### src/itmx_pkg.sv
package itmx_pkg;

    // ------------------------------------------------------------
    // register addressing
    // ------------------------------------------------------------
    localparam logic [2:0] ADDR_SEL_PORT = 3'h3;
    localparam logic [2:0] DATA_ACC_PORT = 3'h4;
    localparam logic [2:0] IDX_UART0_ROUTE = 3'h2;
    localparam logic [2:0] IDX_UART1_ROUTE = 3'h3;
    localparam logic [2:0] IDX_PRINTER_ROUTE = 3'h4;
    localparam logic [7:0] ADDR_SEL_RESET = 8'h00;
    localparam logic [3:0] ROUTE_RESET = 4'h0;
    localparam int TEST_BIT = 7;

    // ------------------------------------------------------------
    // routing codes and enables
    // ------------------------------------------------------------
    localparam logic [3:0] ROUTE_OFF = 4'h0;
    localparam logic [3:0] ROUTE_STANDALONE = 4'hF;
    localparam int MCR_LOOP_BIT = 4;
    localparam int MCR_OUT2_BIT = 3;
    localparam int WCR_IRQ_EN_BIT = 4;

    // ------------------------------------------------------------
    // pulse stretch timing, in select bit 0 rising edges
    // ------------------------------------------------------------
    localparam logic [2:0] LEAD_EDGES = 3'h5;
    localparam logic [1:0] TRAIL_EDGES = 2'h3;

    // mux input index = {output b, select code}
    localparam logic [15:0] STRETCH_EN = 16'hFBCF;
    localparam logic [15:0] STRETCH_HIGH = 16'h0001;

    // ------------------------------------------------------------
    // carriers
    // ------------------------------------------------------------
    typedef struct packed {
        logic irq7;
        logic irq6;
        logic irq5;
        logic irq4;
        logic irq3;
        logic gate_a20_in;
        logic keyboard_irq_in;
        logic irq12;
        logic irq15;
        logic irq14;
        logic cpu_reset_request;
        logic rom_size_in;
        logic irq11;
        logic irq10;
        logic irq9;
        logic irq8;
    } itmx_irq_in_t;

    typedef struct packed {
        logic cs2_n;
        logic ior_n;
        logic iow_n;
        logic [2:0] addr;
        logic [7:0] wdata;
    } itmx_bus_t;

    typedef struct packed {
        logic uart0_irq;
        logic uart1_irq;
        logic printer_irq;
        logic [7:0] uart0_mcr;
        logic [7:0] uart1_mcr;
        logic [7:0] printer_wcr;
        logic printer_select;
        logic printer_busy;
        logic paper_end;
    } itmx_port_t;

endpackage

### src/itmx_stretch.sv
`timescale 1ns/100ps
`default_nettype none

module itmx_stretch
#(
    parameter bit ACT_HIGH = 1'b0
)
(
    // clock and reset
    input wire logic sys_clk_i,
    input wire logic nrst_i,
    // select bit 0 rising edge and raw line
    input wire logic edge_i,
    input wire logic raw_i,
    // widened line, same polarity as raw
    output logic out_o
);
    import itmx_pkg::*;

    logic active;
    logic rise;
    logic stretched;
    logic act_prev_q;
    logic [2:0] lead_q;
    logic [2:0] lead_d;
    logic [1:0] trail_q;
    logic [1:0] trail_d;

    assign active = ACT_HIGH ? raw_i : ~raw_i;
    assign rise = active & ~act_prev_q;

    // ------------------------------------------------------------
    // edge counters
    // ------------------------------------------------------------
    // lead count
    assign lead_d = rise ? 3'h0 :
        ((edge_i && lead_q < LEAD_EDGES) ? lead_q + 3'h1 : lead_q);
    // gaps under three edges hidden
    assign trail_d = active ? 2'h0 :
        ((edge_i && trail_q < TRAIL_EDGES) ? trail_q + 2'h1 : trail_q);

    // later of both windows
    assign stretched = active | (lead_q < LEAD_EDGES) | (trail_q < TRAIL_EDGES);
    assign out_o = ACT_HIGH ? stretched : ~stretched;

    always_ff @(posedge sys_clk_i or negedge nrst_i)
    begin
        if (!nrst_i)
        begin
            act_prev_q <= 1'b0;
            lead_q <= LEAD_EDGES;
            trail_q <= TRAIL_EDGES;
        end
        else
        begin
            act_prev_q <= active;
            lead_q <= lead_d;
            trail_q <= trail_d;
        end
    end

endmodule

`default_nettype wire

### src/itmx_top.sv
// Notes on behaviour
// controller drives 3-bit select; it picks what both mux outputs show
// output a order: irq8, irq9, irq10, irq11, rom size, cpu reset, irq14, irq15
// output b order: irq12, keyboard, gate a20, irq3, irq4, irq5, irq6, irq7
// low pulses widened on irq3-7, irq9-12, irq14, irq15, keyboard
// high pulses widened on irq8 with same timing
// widened until five select edges after lead or three after trail
// opposite pulses spanning under three select edges never show
// cpu reset, rom size and gate a20 pass unwidened
// uart0 route code 1111 selects stand-alone mode, mux logic off
// stand-alone: outputs carry uart0 and uart1 irqs, enabled by modem control
// stand-alone: irq7 pin carries printer irq, enabled by write control bit 4
// uart0 route code replaces one chosen mux input with uart0 irq
// serial route acts only with modem control bit 4 low, bit 3 high
// uart1 route uses same codes, without stand-alone code
// printer route uses same codes, active only with write control bit 4
// uart1 wins over uart0 on same input, no or-ing
// printer wins over both serial routes on same input, no or-ing
// software writes zero into route register bits 7-4
// route registers reached through index register then data port
// indices 2, 3, 4 pick uart0, uart1, printer route; reset 00h
// index register at chip select 2, address 3, read or write strobe
// test bit swaps uart1, uart0, printer irqs for select, busy, paper end
// outputs follow select with no pipeline beyond the output flop
`timescale 1ns/100ps
`default_nettype none

module itmx_top
(
    // clock and reset
    input wire logic sys_clk_i,
    input wire logic nrst_i,
    // select code from system controller
    input wire logic [2:0] irq_mux_select_i,
    // interrupt request lines and system signals
    input wire itmx_pkg::itmx_irq_in_t irq_lines_i,
    // internal port interrupts and their enables
    input wire itmx_pkg::itmx_port_t ports_i,
    // host register access
    input wire itmx_pkg::itmx_bus_t bus_i,
    output logic [7:0] data_o,
    output logic data_oe_n_o,
    // multiplexed outputs
    output logic mux_out_a_o,
    output logic mux_out_a_oe_n_o,
    output logic mux_out_b_o,
    output logic mux_out_b_oe_n_o,
    // irq7 pin drive in stand-alone mode
    output logic irq7_o,
    output logic irq7_oe_n_o
);
    import itmx_pkg::*;

    // ------------------------------------------------------------
    // declarations
    // ------------------------------------------------------------
    logic [7:0] addr_sel_q;
    logic [3:0] uart0_irq_route_q;
    logic [3:0] uart1_irq_route_q;
    logic [3:0] printer_irq_route_q;
    logic iow_prev_q;
    logic sel0_prev_q;
    logic [7:0] data_q;
    logic [7:0] data_d;
    logic data_oe_n_q;
    logic data_oe_n_d;
    logic out_a_q;
    logic out_a_d;
    logic out_a_oe_n_q;
    logic out_a_oe_n_d;
    logic out_b_q;
    logic out_b_d;
    logic out_b_oe_n_q;
    logic out_b_oe_n_d;
    logic irq7_q;
    logic irq7_d;
    logic irq7_oe_n_q;
    logic irq7_oe_n_d;

    logic sel_edge;
    logic [15:0] mux_raw;
    logic [15:0] mux_wide;
    logic [15:0] mux_final;
    logic [15:0] uart0_hit;
    logic [15:0] uart1_hit;
    logic [15:0] printer_hit;
    logic [4:0] uart0_idx;
    logic [4:0] uart1_idx;
    logic [4:0] printer_idx;
    logic uart0_en;
    logic uart1_en;
    logic printer_en;
    logic standalone;
    logic test_mode;
    logic uart0_sig;
    logic uart1_sig;
    logic printer_sig;

    logic cs_active;
    logic at_addr_sel;
    logic at_data_acc;
    logic wr_strobe;
    logic wr_addr_sel;
    logic wr_uart0;
    logic wr_uart1;
    logic wr_printer;
    logic rd_active;
    logic [2:0] acc_idx;
    logic [7:0] acc_rdata;

    // ------------------------------------------------------------
    // route code to mux input index, msb marks a live code
    // ------------------------------------------------------------
    // route code table
    function automatic logic [4:0] route_index(input logic [3:0] code);
        logic [4:0] idx;
        idx = 5'h00;
        unique case (code)
            4'h1: idx = 5'h1B;
            4'h2: idx = 5'h1C;
            4'h3: idx = 5'h1D;
            4'h4: idx = 5'h1E;
            4'h5: idx = 5'h1F;
            4'h6: idx = 5'h12;
            4'h7: idx = 5'h13;
            4'h8: idx = 5'h14;
            4'h9: idx = 5'h17;
            default: idx = 5'h00;
        endcase
        return idx;
    endfunction

    // ------------------------------------------------------------
    // register access decode
    // ------------------------------------------------------------
    // chip select 2 with address 3
    assign cs_active = ~bus_i.cs2_n;
    assign at_addr_sel = cs_active & (bus_i.addr == ADDR_SEL_PORT);
    assign at_data_acc = cs_active & (bus_i.addr == DATA_ACC_PORT);
    // one write per falling edge of the write strobe
    assign wr_strobe = ~bus_i.iow_n & iow_prev_q & bus_i.ior_n;
    assign wr_addr_sel = wr_strobe & at_addr_sel;
    // data port goes through the index
    assign acc_idx = addr_sel_q[2:0];
    // index decode
    assign wr_uart0 = wr_strobe & at_data_acc & (acc_idx == IDX_UART0_ROUTE);
    assign wr_uart1 = wr_strobe & at_data_acc & (acc_idx == IDX_UART1_ROUTE);
    assign wr_printer = wr_strobe & at_data_acc & (acc_idx == IDX_PRINTER_ROUTE);
    assign rd_active = ~bus_i.ior_n & bus_i.iow_n & (at_addr_sel | at_data_acc);

    // other indices belong to other blocks and read zero here
    assign acc_rdata = (acc_idx == IDX_UART0_ROUTE) ? {4'h0, uart0_irq_route_q} :
        (acc_idx == IDX_UART1_ROUTE) ? {4'h0, uart1_irq_route_q} :
        (acc_idx == IDX_PRINTER_ROUTE) ? {4'h0, printer_irq_route_q} : 8'h00;
    assign data_d = at_addr_sel ? addr_sel_q : acc_rdata;
    assign data_oe_n_d = ~rd_active;

    // ------------------------------------------------------------
    // pulse widening per mux input
    // ------------------------------------------------------------
    assign sel_edge = irq_mux_select_i[0] & ~sel0_prev_q;
    assign mux_raw = irq_lines_i;

    genvar gi;
    generate
        for (gi = 0; gi < 16; gi++)
        begin : g_lane
            if (STRETCH_EN[gi])
            begin : g_wide
                // widen by polarity
                itmx_stretch #(
                    .ACT_HIGH(STRETCH_HIGH[gi])
                ) u_stretch (
                    .sys_clk_i(sys_clk_i),
                    .nrst_i(nrst_i),
                    .edge_i(sel_edge),
                    .raw_i(mux_raw[gi]),
                    .out_o(mux_wide[gi])
                );
            end
            else
            begin : g_pass
                // no widening
                assign mux_wide[gi] = mux_raw[gi];
            end
            // printer over uart1 over uart0
            assign uart0_hit[gi] = uart0_en & uart0_idx[4] & (uart0_idx[3:0] == gi);
            assign uart1_hit[gi] = uart1_en & uart1_idx[4] & (uart1_idx[3:0] == gi);
            assign printer_hit[gi] = printer_en & printer_idx[4] & (printer_idx[3:0] == gi);
            assign mux_final[gi] = printer_hit[gi] ? printer_sig :
                uart1_hit[gi] ? uart1_sig :
                uart0_hit[gi] ? uart0_sig : mux_wide[gi];
        end
    endgenerate

    // ------------------------------------------------------------
    // substitution sources and enables
    // ------------------------------------------------------------
    // test bit swaps sources
    assign test_mode = addr_sel_q[TEST_BIT];
    assign uart1_sig = test_mode ? ports_i.printer_select : ports_i.uart1_irq;
    assign uart0_sig = test_mode ? ports_i.printer_busy : ports_i.uart0_irq;
    assign printer_sig = test_mode ? ports_i.paper_end : ports_i.printer_irq;

    // modem control gating
    assign uart0_en = ~ports_i.uart0_mcr[MCR_LOOP_BIT] & ports_i.uart0_mcr[MCR_OUT2_BIT];
    assign uart1_en = ~ports_i.uart1_mcr[MCR_LOOP_BIT] & ports_i.uart1_mcr[MCR_OUT2_BIT];
    // write control gating
    assign printer_en = ports_i.printer_wcr[WCR_IRQ_EN_BIT];

    // decode codes
    assign uart0_idx = route_index(uart0_irq_route_q);
    assign uart1_idx = route_index(uart1_irq_route_q);
    assign printer_idx = route_index(printer_irq_route_q);

    // stand-alone code on uart0 route
    assign standalone = (uart0_irq_route_q == ROUTE_STANDALONE);

    // ------------------------------------------------------------
    // output selection
    // ------------------------------------------------------------
    // select picks lane; only output flop delay
    assign out_a_d = standalone ? uart0_sig : mux_final[{1'b0, irq_mux_select_i}];
    assign out_b_d = standalone ? uart1_sig : mux_final[{1'b1, irq_mux_select_i}];
    // drive enabled by modem control
    assign out_a_oe_n_d = standalone ? ~ports_i.uart0_mcr[MCR_OUT2_BIT] : 1'b0;
    assign out_b_oe_n_d = standalone ? ~ports_i.uart1_mcr[MCR_OUT2_BIT] : 1'b0;
    // irq7 pin carries printer irq
    assign irq7_d = printer_sig;
    assign irq7_oe_n_d = ~(standalone & ports_i.printer_wcr[WCR_IRQ_EN_BIT]);

    // ------------------------------------------------------------
    // registers
    // ------------------------------------------------------------
    always_ff @(posedge sys_clk_i or negedge nrst_i)
    begin
        if (!nrst_i)
        begin
            addr_sel_q <= ADDR_SEL_RESET;
            iow_prev_q <= 1'b1;
        end
        else
        begin
            iow_prev_q <= bus_i.iow_n;
            // index register write
            if (wr_addr_sel)
            begin
                addr_sel_q <= bus_i.wdata;
            end
        end
    end

    // upper bits are not stored; they read as zero
    always_ff @(posedge sys_clk_i or negedge nrst_i)
    begin
        if (!nrst_i)
        begin
            uart0_irq_route_q <= ROUTE_RESET;
            uart1_irq_route_q <= ROUTE_RESET;
            printer_irq_route_q <= ROUTE_RESET;
        end
        else
        begin
            // indirect writes
            if (wr_uart0)
            begin
                uart0_irq_route_q <= bus_i.wdata[3:0];
            end
            if (wr_uart1)
            begin
                uart1_irq_route_q <= bus_i.wdata[3:0];
            end
            if (wr_printer)
            begin
                printer_irq_route_q <= bus_i.wdata[3:0];
            end
        end
    end

    always_ff @(posedge sys_clk_i or negedge nrst_i)
    begin
        if (!nrst_i)
        begin
            data_q <= 8'h00;
            data_oe_n_q <= 1'b1;
            sel0_prev_q <= 1'b0;
        end
        else
        begin
            data_q <= data_d;
            data_oe_n_q <= data_oe_n_d;
            sel0_prev_q <= irq_mux_select_i[0];
        end
    end

    // outputs come from flops; mux outputs driven from reset
    always_ff @(posedge sys_clk_i or negedge nrst_i)
    begin
        if (!nrst_i)
        begin
            out_a_q <= 1'b0;
            out_a_oe_n_q <= 1'b0;
            out_b_q <= 1'b0;
            out_b_oe_n_q <= 1'b0;
            irq7_q <= 1'b0;
            irq7_oe_n_q <= 1'b1;
        end
        else
        begin
            out_a_q <= out_a_d;
            out_a_oe_n_q <= out_a_oe_n_d;
            out_b_q <= out_b_d;
            out_b_oe_n_q <= out_b_oe_n_d;
            irq7_q <= irq7_d;
            irq7_oe_n_q <= irq7_oe_n_d;
        end
    end

    assign data_o = data_q;
    assign data_oe_n_o = data_oe_n_q;
    assign mux_out_a_o = out_a_q;
    assign mux_out_a_oe_n_o = out_a_oe_n_q;
    assign mux_out_b_o = out_b_q;
    assign mux_out_b_oe_n_o = out_b_oe_n_q;
    assign irq7_o = irq7_q;
    assign irq7_oe_n_o = irq7_oe_n_q;

endmodule

`default_nettype wire

### config.mk
export PLATFORM = sky130hd
export DESIGN_NAME = itmx_top
export DESIGN_NICKNAME = d
export VERILOG_FILES = /design/src/itmx_pkg.sv /design/src/itmx_stretch.sv /design/src/itmx_top.sv
export SDC_FILE = /design/constraint.sdc
export NUM_CORES = 1
export LEC_CHECK = 0
export BUFFER_PORTS_ARGS = -buffer_cell sky130_fd_sc_hd__buf_4
export CORE_UTILIZATION = 35
export CTS_CLUSTER_SIZE = 16
export DETAILED_ROUTE_END_ITERATION = 10
export PLACE_DENSITY = 0.55
export SLEW_MARGIN = 10
export SYNTH_ARGS = -nofsm -noshare
export SYNTH_HDL_FRONTEND = slang
export SYNTH_HIERARCHICAL = 1
export SYNTH_SLANG_ARGS = --single-unit
export TNS_END_PERCENT = 10
### constraint.sdc
create_clock -name sys_clk_i -period 5.45 [get_ports sys_clk_i]
set_clock_uncertainty 0.1 [all_clocks]
set_input_delay 0.545 -clock sys_clk_i [delete_from_list [all_inputs] [get_ports sys_clk_i]]
set_output_delay 0.545 -clock sys_clk_i [all_outputs]
set_load 0.05 [all_outputs]
==> flow_summary_export.csv <==
group,metric,value,unit
status,status,"finished, final reports clean",
worst_setup_path,crit_buf_inv,1,
yosys,async_reset_ff_frac,1.00,
worst_setup_path,start_kind,"flip-flop",
worst_setup_path,critPathMaxStageDelay,0.59,ns
floorplan,die_h,143,um
power,p_leak,3.55,nW
sta,finalSetupViolations,0,
sta,maxSlewViolCount,0,
floorplan,num_rows,51,
clock_network,htreeDepth,4,
power,totalPowerFinal,2.56,mW
yosys,ys_ff_latch,115,
clock_network,clock_sinks,115,
detailed_routing,first_pass_iters,4,
yosys,synth_top_family_by_area,"simple AND/OR/NAND/NOR gates",
sta,max_slew_margin,0.403,
floorplan,coreArea,19500,um2
worst_setup_path,crit_chain,"inv_1 -> ha_1 -> or2b_2 -> nor4_2 -> nor3_1 -> o32a_1 -> a221o_1 -> a32o_1",
worst_setup_path,cp.required,5.65,ns
power,switching_power,0.638,mW
clock_network,cts_tree,"built",
yosys,synthAdderAreaFrac,0.0521,
worst_hold_path,min_path_type,"in -> async",
power,pwr-share-clk,0.481,
worst_setup_path,critPathArrivalTime,3.30,ns
placement,dpl.hpwl,11700,um
clock_network,clk_latency,0.42,ns
global_route,grt_first_pass_wirelength,26500,um
floorplan,die-width,143,um
clock_network,cts_resized,0,
yosys,yosysWarnings,6,
placement,port_buffers,60,
yosys,synth_cell_type_count,81,
floorplan,die_area,20500,um2
worst_setup_path,crit_family,"compound AO/OA/AOI/OAI gates",
floorplan,pin_count,80,
worst_setup_path,path_max_fanout,13,
worst_setup_path,criticalPathCategory,"reg -> reg",
yosys,avgSynthCellArea,9.61,um2
detailed_routing,vias,5532,
finish,drive_gt1_frac,0.270,
yosys,synth_edf_count,0,
clock_network,clk_pin_slew,0.05,ns
power,power_density,309,nW/um2
power,vdd_drop_max,0.192,mV
yosys,muxShareOfSynthArea,0.0707,
clock_network,clk_path_buf_depth,2,
yosys,ys.flop_type,"dfrtp_1",
finish,nets,880,
sta,hold_violations,0,
sta,worst_slack,2.35,ns
placement,place.gp.congestion,0.906,
detailed_routing,drt_iter0_markers,393,
detailed_routing,wl,16300,um
yosys,syn-num-nets,818,
clock_network,cts_setup_buffers,0,
detailed_routing,drtAntennaViolNets,0,
global_route,antenna_found_initial,0,
power,p_int,1.92,mW
yosys,synth-compound-area-share,0.148,
power,p_sw_frac,0.250,
sta,fmax,322,MHz
floorplan,start_util,0.358,
placement,post-place-ws,2.39,ns
sta,worstMarginPinSlew,0.888,ns
clock_network,cts_made_buffers,17,
detailed_routing,wl_per_cell,15.4,um
yosys,synthCells,724,
yosys,synth_simple_gate_area_share,0.242,
sta,fin_setup_tns,0,ns
clock_network,ctsHoldBuffers,0,
finish,antennaDiodeCount,0,
yosys,netlist_area,6960,um2
power,pwr-share-seq,0.400,
sta,rsz0062_at_grt,"no",
run,maxCapViolCount,0,
global_route,grt_remaining_overflow,0,
placement,place_area,7630,um2
sta,min_period,3.10,ns
finish,area_delta_synth_final,19.1,%
sta,period_share,0.569,
yosys,yosysSeqAreaShare,0.423,
global_route,grt_pass1_vias,5128,
power,combPwrFrac,0.118,
clock_network,clock_tree.root_cell,"clkbuf_16",
worst_setup_path,worst_setup_path_end_kind,"flip-flop",
global_route,grt_max_degree,66,
global_route,grt_usage,0.171,
worst_setup_path,slowest_stage,"dfrtp_1",
yosys,synth_xor_area_frac,0.0164,
finish,final_area,8290,um2
detailed_routing,drc,0,
detailed_routing,vias_per_cell,5.20,
==> kinds of logic (layout without fill, tap and decap cells) <==
logic type	after synthesis	count (layout)
and+or+nand+nor	293	293
AOI/OAI and AO/OA	157	157
DFF	115	115
buffers and inverters	71	146
muxes	46	46
adders and majority gates	29	29
xor gates and xnor gates	13	13
==> worst register-to-register path, delay by kind of cell (launching register included) <==
family	cells	cell delay [ns]
AND/OR/NAND/NOR	3	0.74
AO/OA/AOI/OAI	3	0.91
buffers and inverters	1	0.22
flip-flops	1	0.59
adder cells (fa/ha/maj)	1	0.42
==> cell usage in the layout (no fill, tap or decap), types with 3 or more instances in the layout <==
cell type	count
clkinv_2	4
nor4_1	5
nand2b_2	12
dfrtp_1	60
nor3_2	12
nor3b_1	5
bufinv_16	5
a311oi_1	15
nand4_1	11
o2111ai_1	4
and2b_2	3
or3_1	5
nand3_1	36
xor2_1	12
a32o_1	3
mux2i_1	24
mux2_2	21
nor3_1	8
ha_1	29
a21oi_1	56
nand2b_1	8
clkbuf_16	17
a21o_1	4
and3_1	5
nand3b_1	4
inv_1	51
and4_1	12
buf_4	63
clkbuf_8	3
o21ai_0	29
nor2b_1	5
and2b_1	3
nor2_1	81
a31oi_1	6
a211oi_1	7
and2_1	8
dfstp_2	55
nand2_1	47
==> synthesized netlist by cell type (all sizes together) (15+ instances only) <==
| cell type | instances | share of area |
|---|---|---|
| a21oi | 56 | 0.040 |
| a311oi | 15 | 0.019 |
| dfrtp | 60 | 0.22 |
| nor3 | 20 | 0.023 |
| nand2b | 20 | 0.022 |
| dfstp | 55 | 0.21 |
| mux2i | 24 | 0.035 |
| o21ai | 30 | 0.022 |
| mux2 | 22 | 0.036 |
| nand3 | 36 | 0.026 |
| nand2 | 47 | 0.025 |
| inv | 51 | 0.028 |
| nor2 | 82 | 0.044 |
| ha | 29 | 0.052 |
==> metal layers <==
metal  up-vias  GRT usage  share of wire
li1       2753          -              -
met1      2621      0.238           0.48
met2       136      0.252           0.44
met3        22     0.0456          0.056
met4         0     0.0628          0.017
met5         -          0              0
==> power groups by stage <==
stage | sequential [mW] | clock (mW) | combinational, mW
after floorplan | 1.03 | 0 | 0.199
after global placement | 1.03 | 0 | 0.299
after detailed placement | 1.03 | 0 | 0.305
after CTS | 1.02 | 1.26 | 0.305
after global routing | 1.04 | 1.31 | 0.344
final | 1.02 | 1.23 | 0.303
==> through the flow <==
stage | util | cells | hold WS, ns
after global placement | 0.392 | 1032 | 0.361
after detailed placement | 0.392 | 1032 | 0.364
after CTS | 0.426 | 1064 | 0.133
final | 0.426 | 1064 | 0.110
after global routing | 0.426 | 1064 | 0.135
after floorplan | - | 724 | 0.149
==> flip-flops by register name, indices dropped and copies added (netlist names), 4 cells and up <==
name / cells
addr_sel_q: 8
data_o: 8
g_lane.g_wide.u_stretch/act_prev_q: 13
g_lane.g_wide.u_stretch/lead_q: 39
g_lane.g_wide.u_stretch/trail_q: 26
printer_irq_route_q: 4
uart0_irq_route_q: 4
uart1_irq_route_q: 4
==> worst paths after layout <==
| path | startpoint | end | slack, ns | depth (start not counted) |
|---|---|---|---|---|
| worst max-delay path | uart0_irq_route_q[1] | mux_out_b_o | 2.35 | 8 |
| worst min-delay path | nrst_i | data_o[4] | 0.11 | 1 |
| worst max register to register | uart0_irq_route_q[1] | mux_out_b_o | 2.35 | 8 |
| worst min register to register | addr_sel_q[5] | data_o[5] | 0.37 | 1 |
| max in group asynchronous | nrst_i | g_lane[0].g_wide.u_stretch/act_prev_q | 3.95 | 2 |
| min in group sys_clk_i | bus_i[11] | iow_prev_q | 0.15 | 1 |
==> area by class of cell <==
cell class              count  area [um2]
inverters                  51         191
flip-flops and latches    115        2950
repair buffers             63         473
clock inverters            10         178
well taps                 265         332
fillers                  1884       11200
multi-input cells         538        3690
clock buffers              22         474
(Power assumes the default switching activity.)
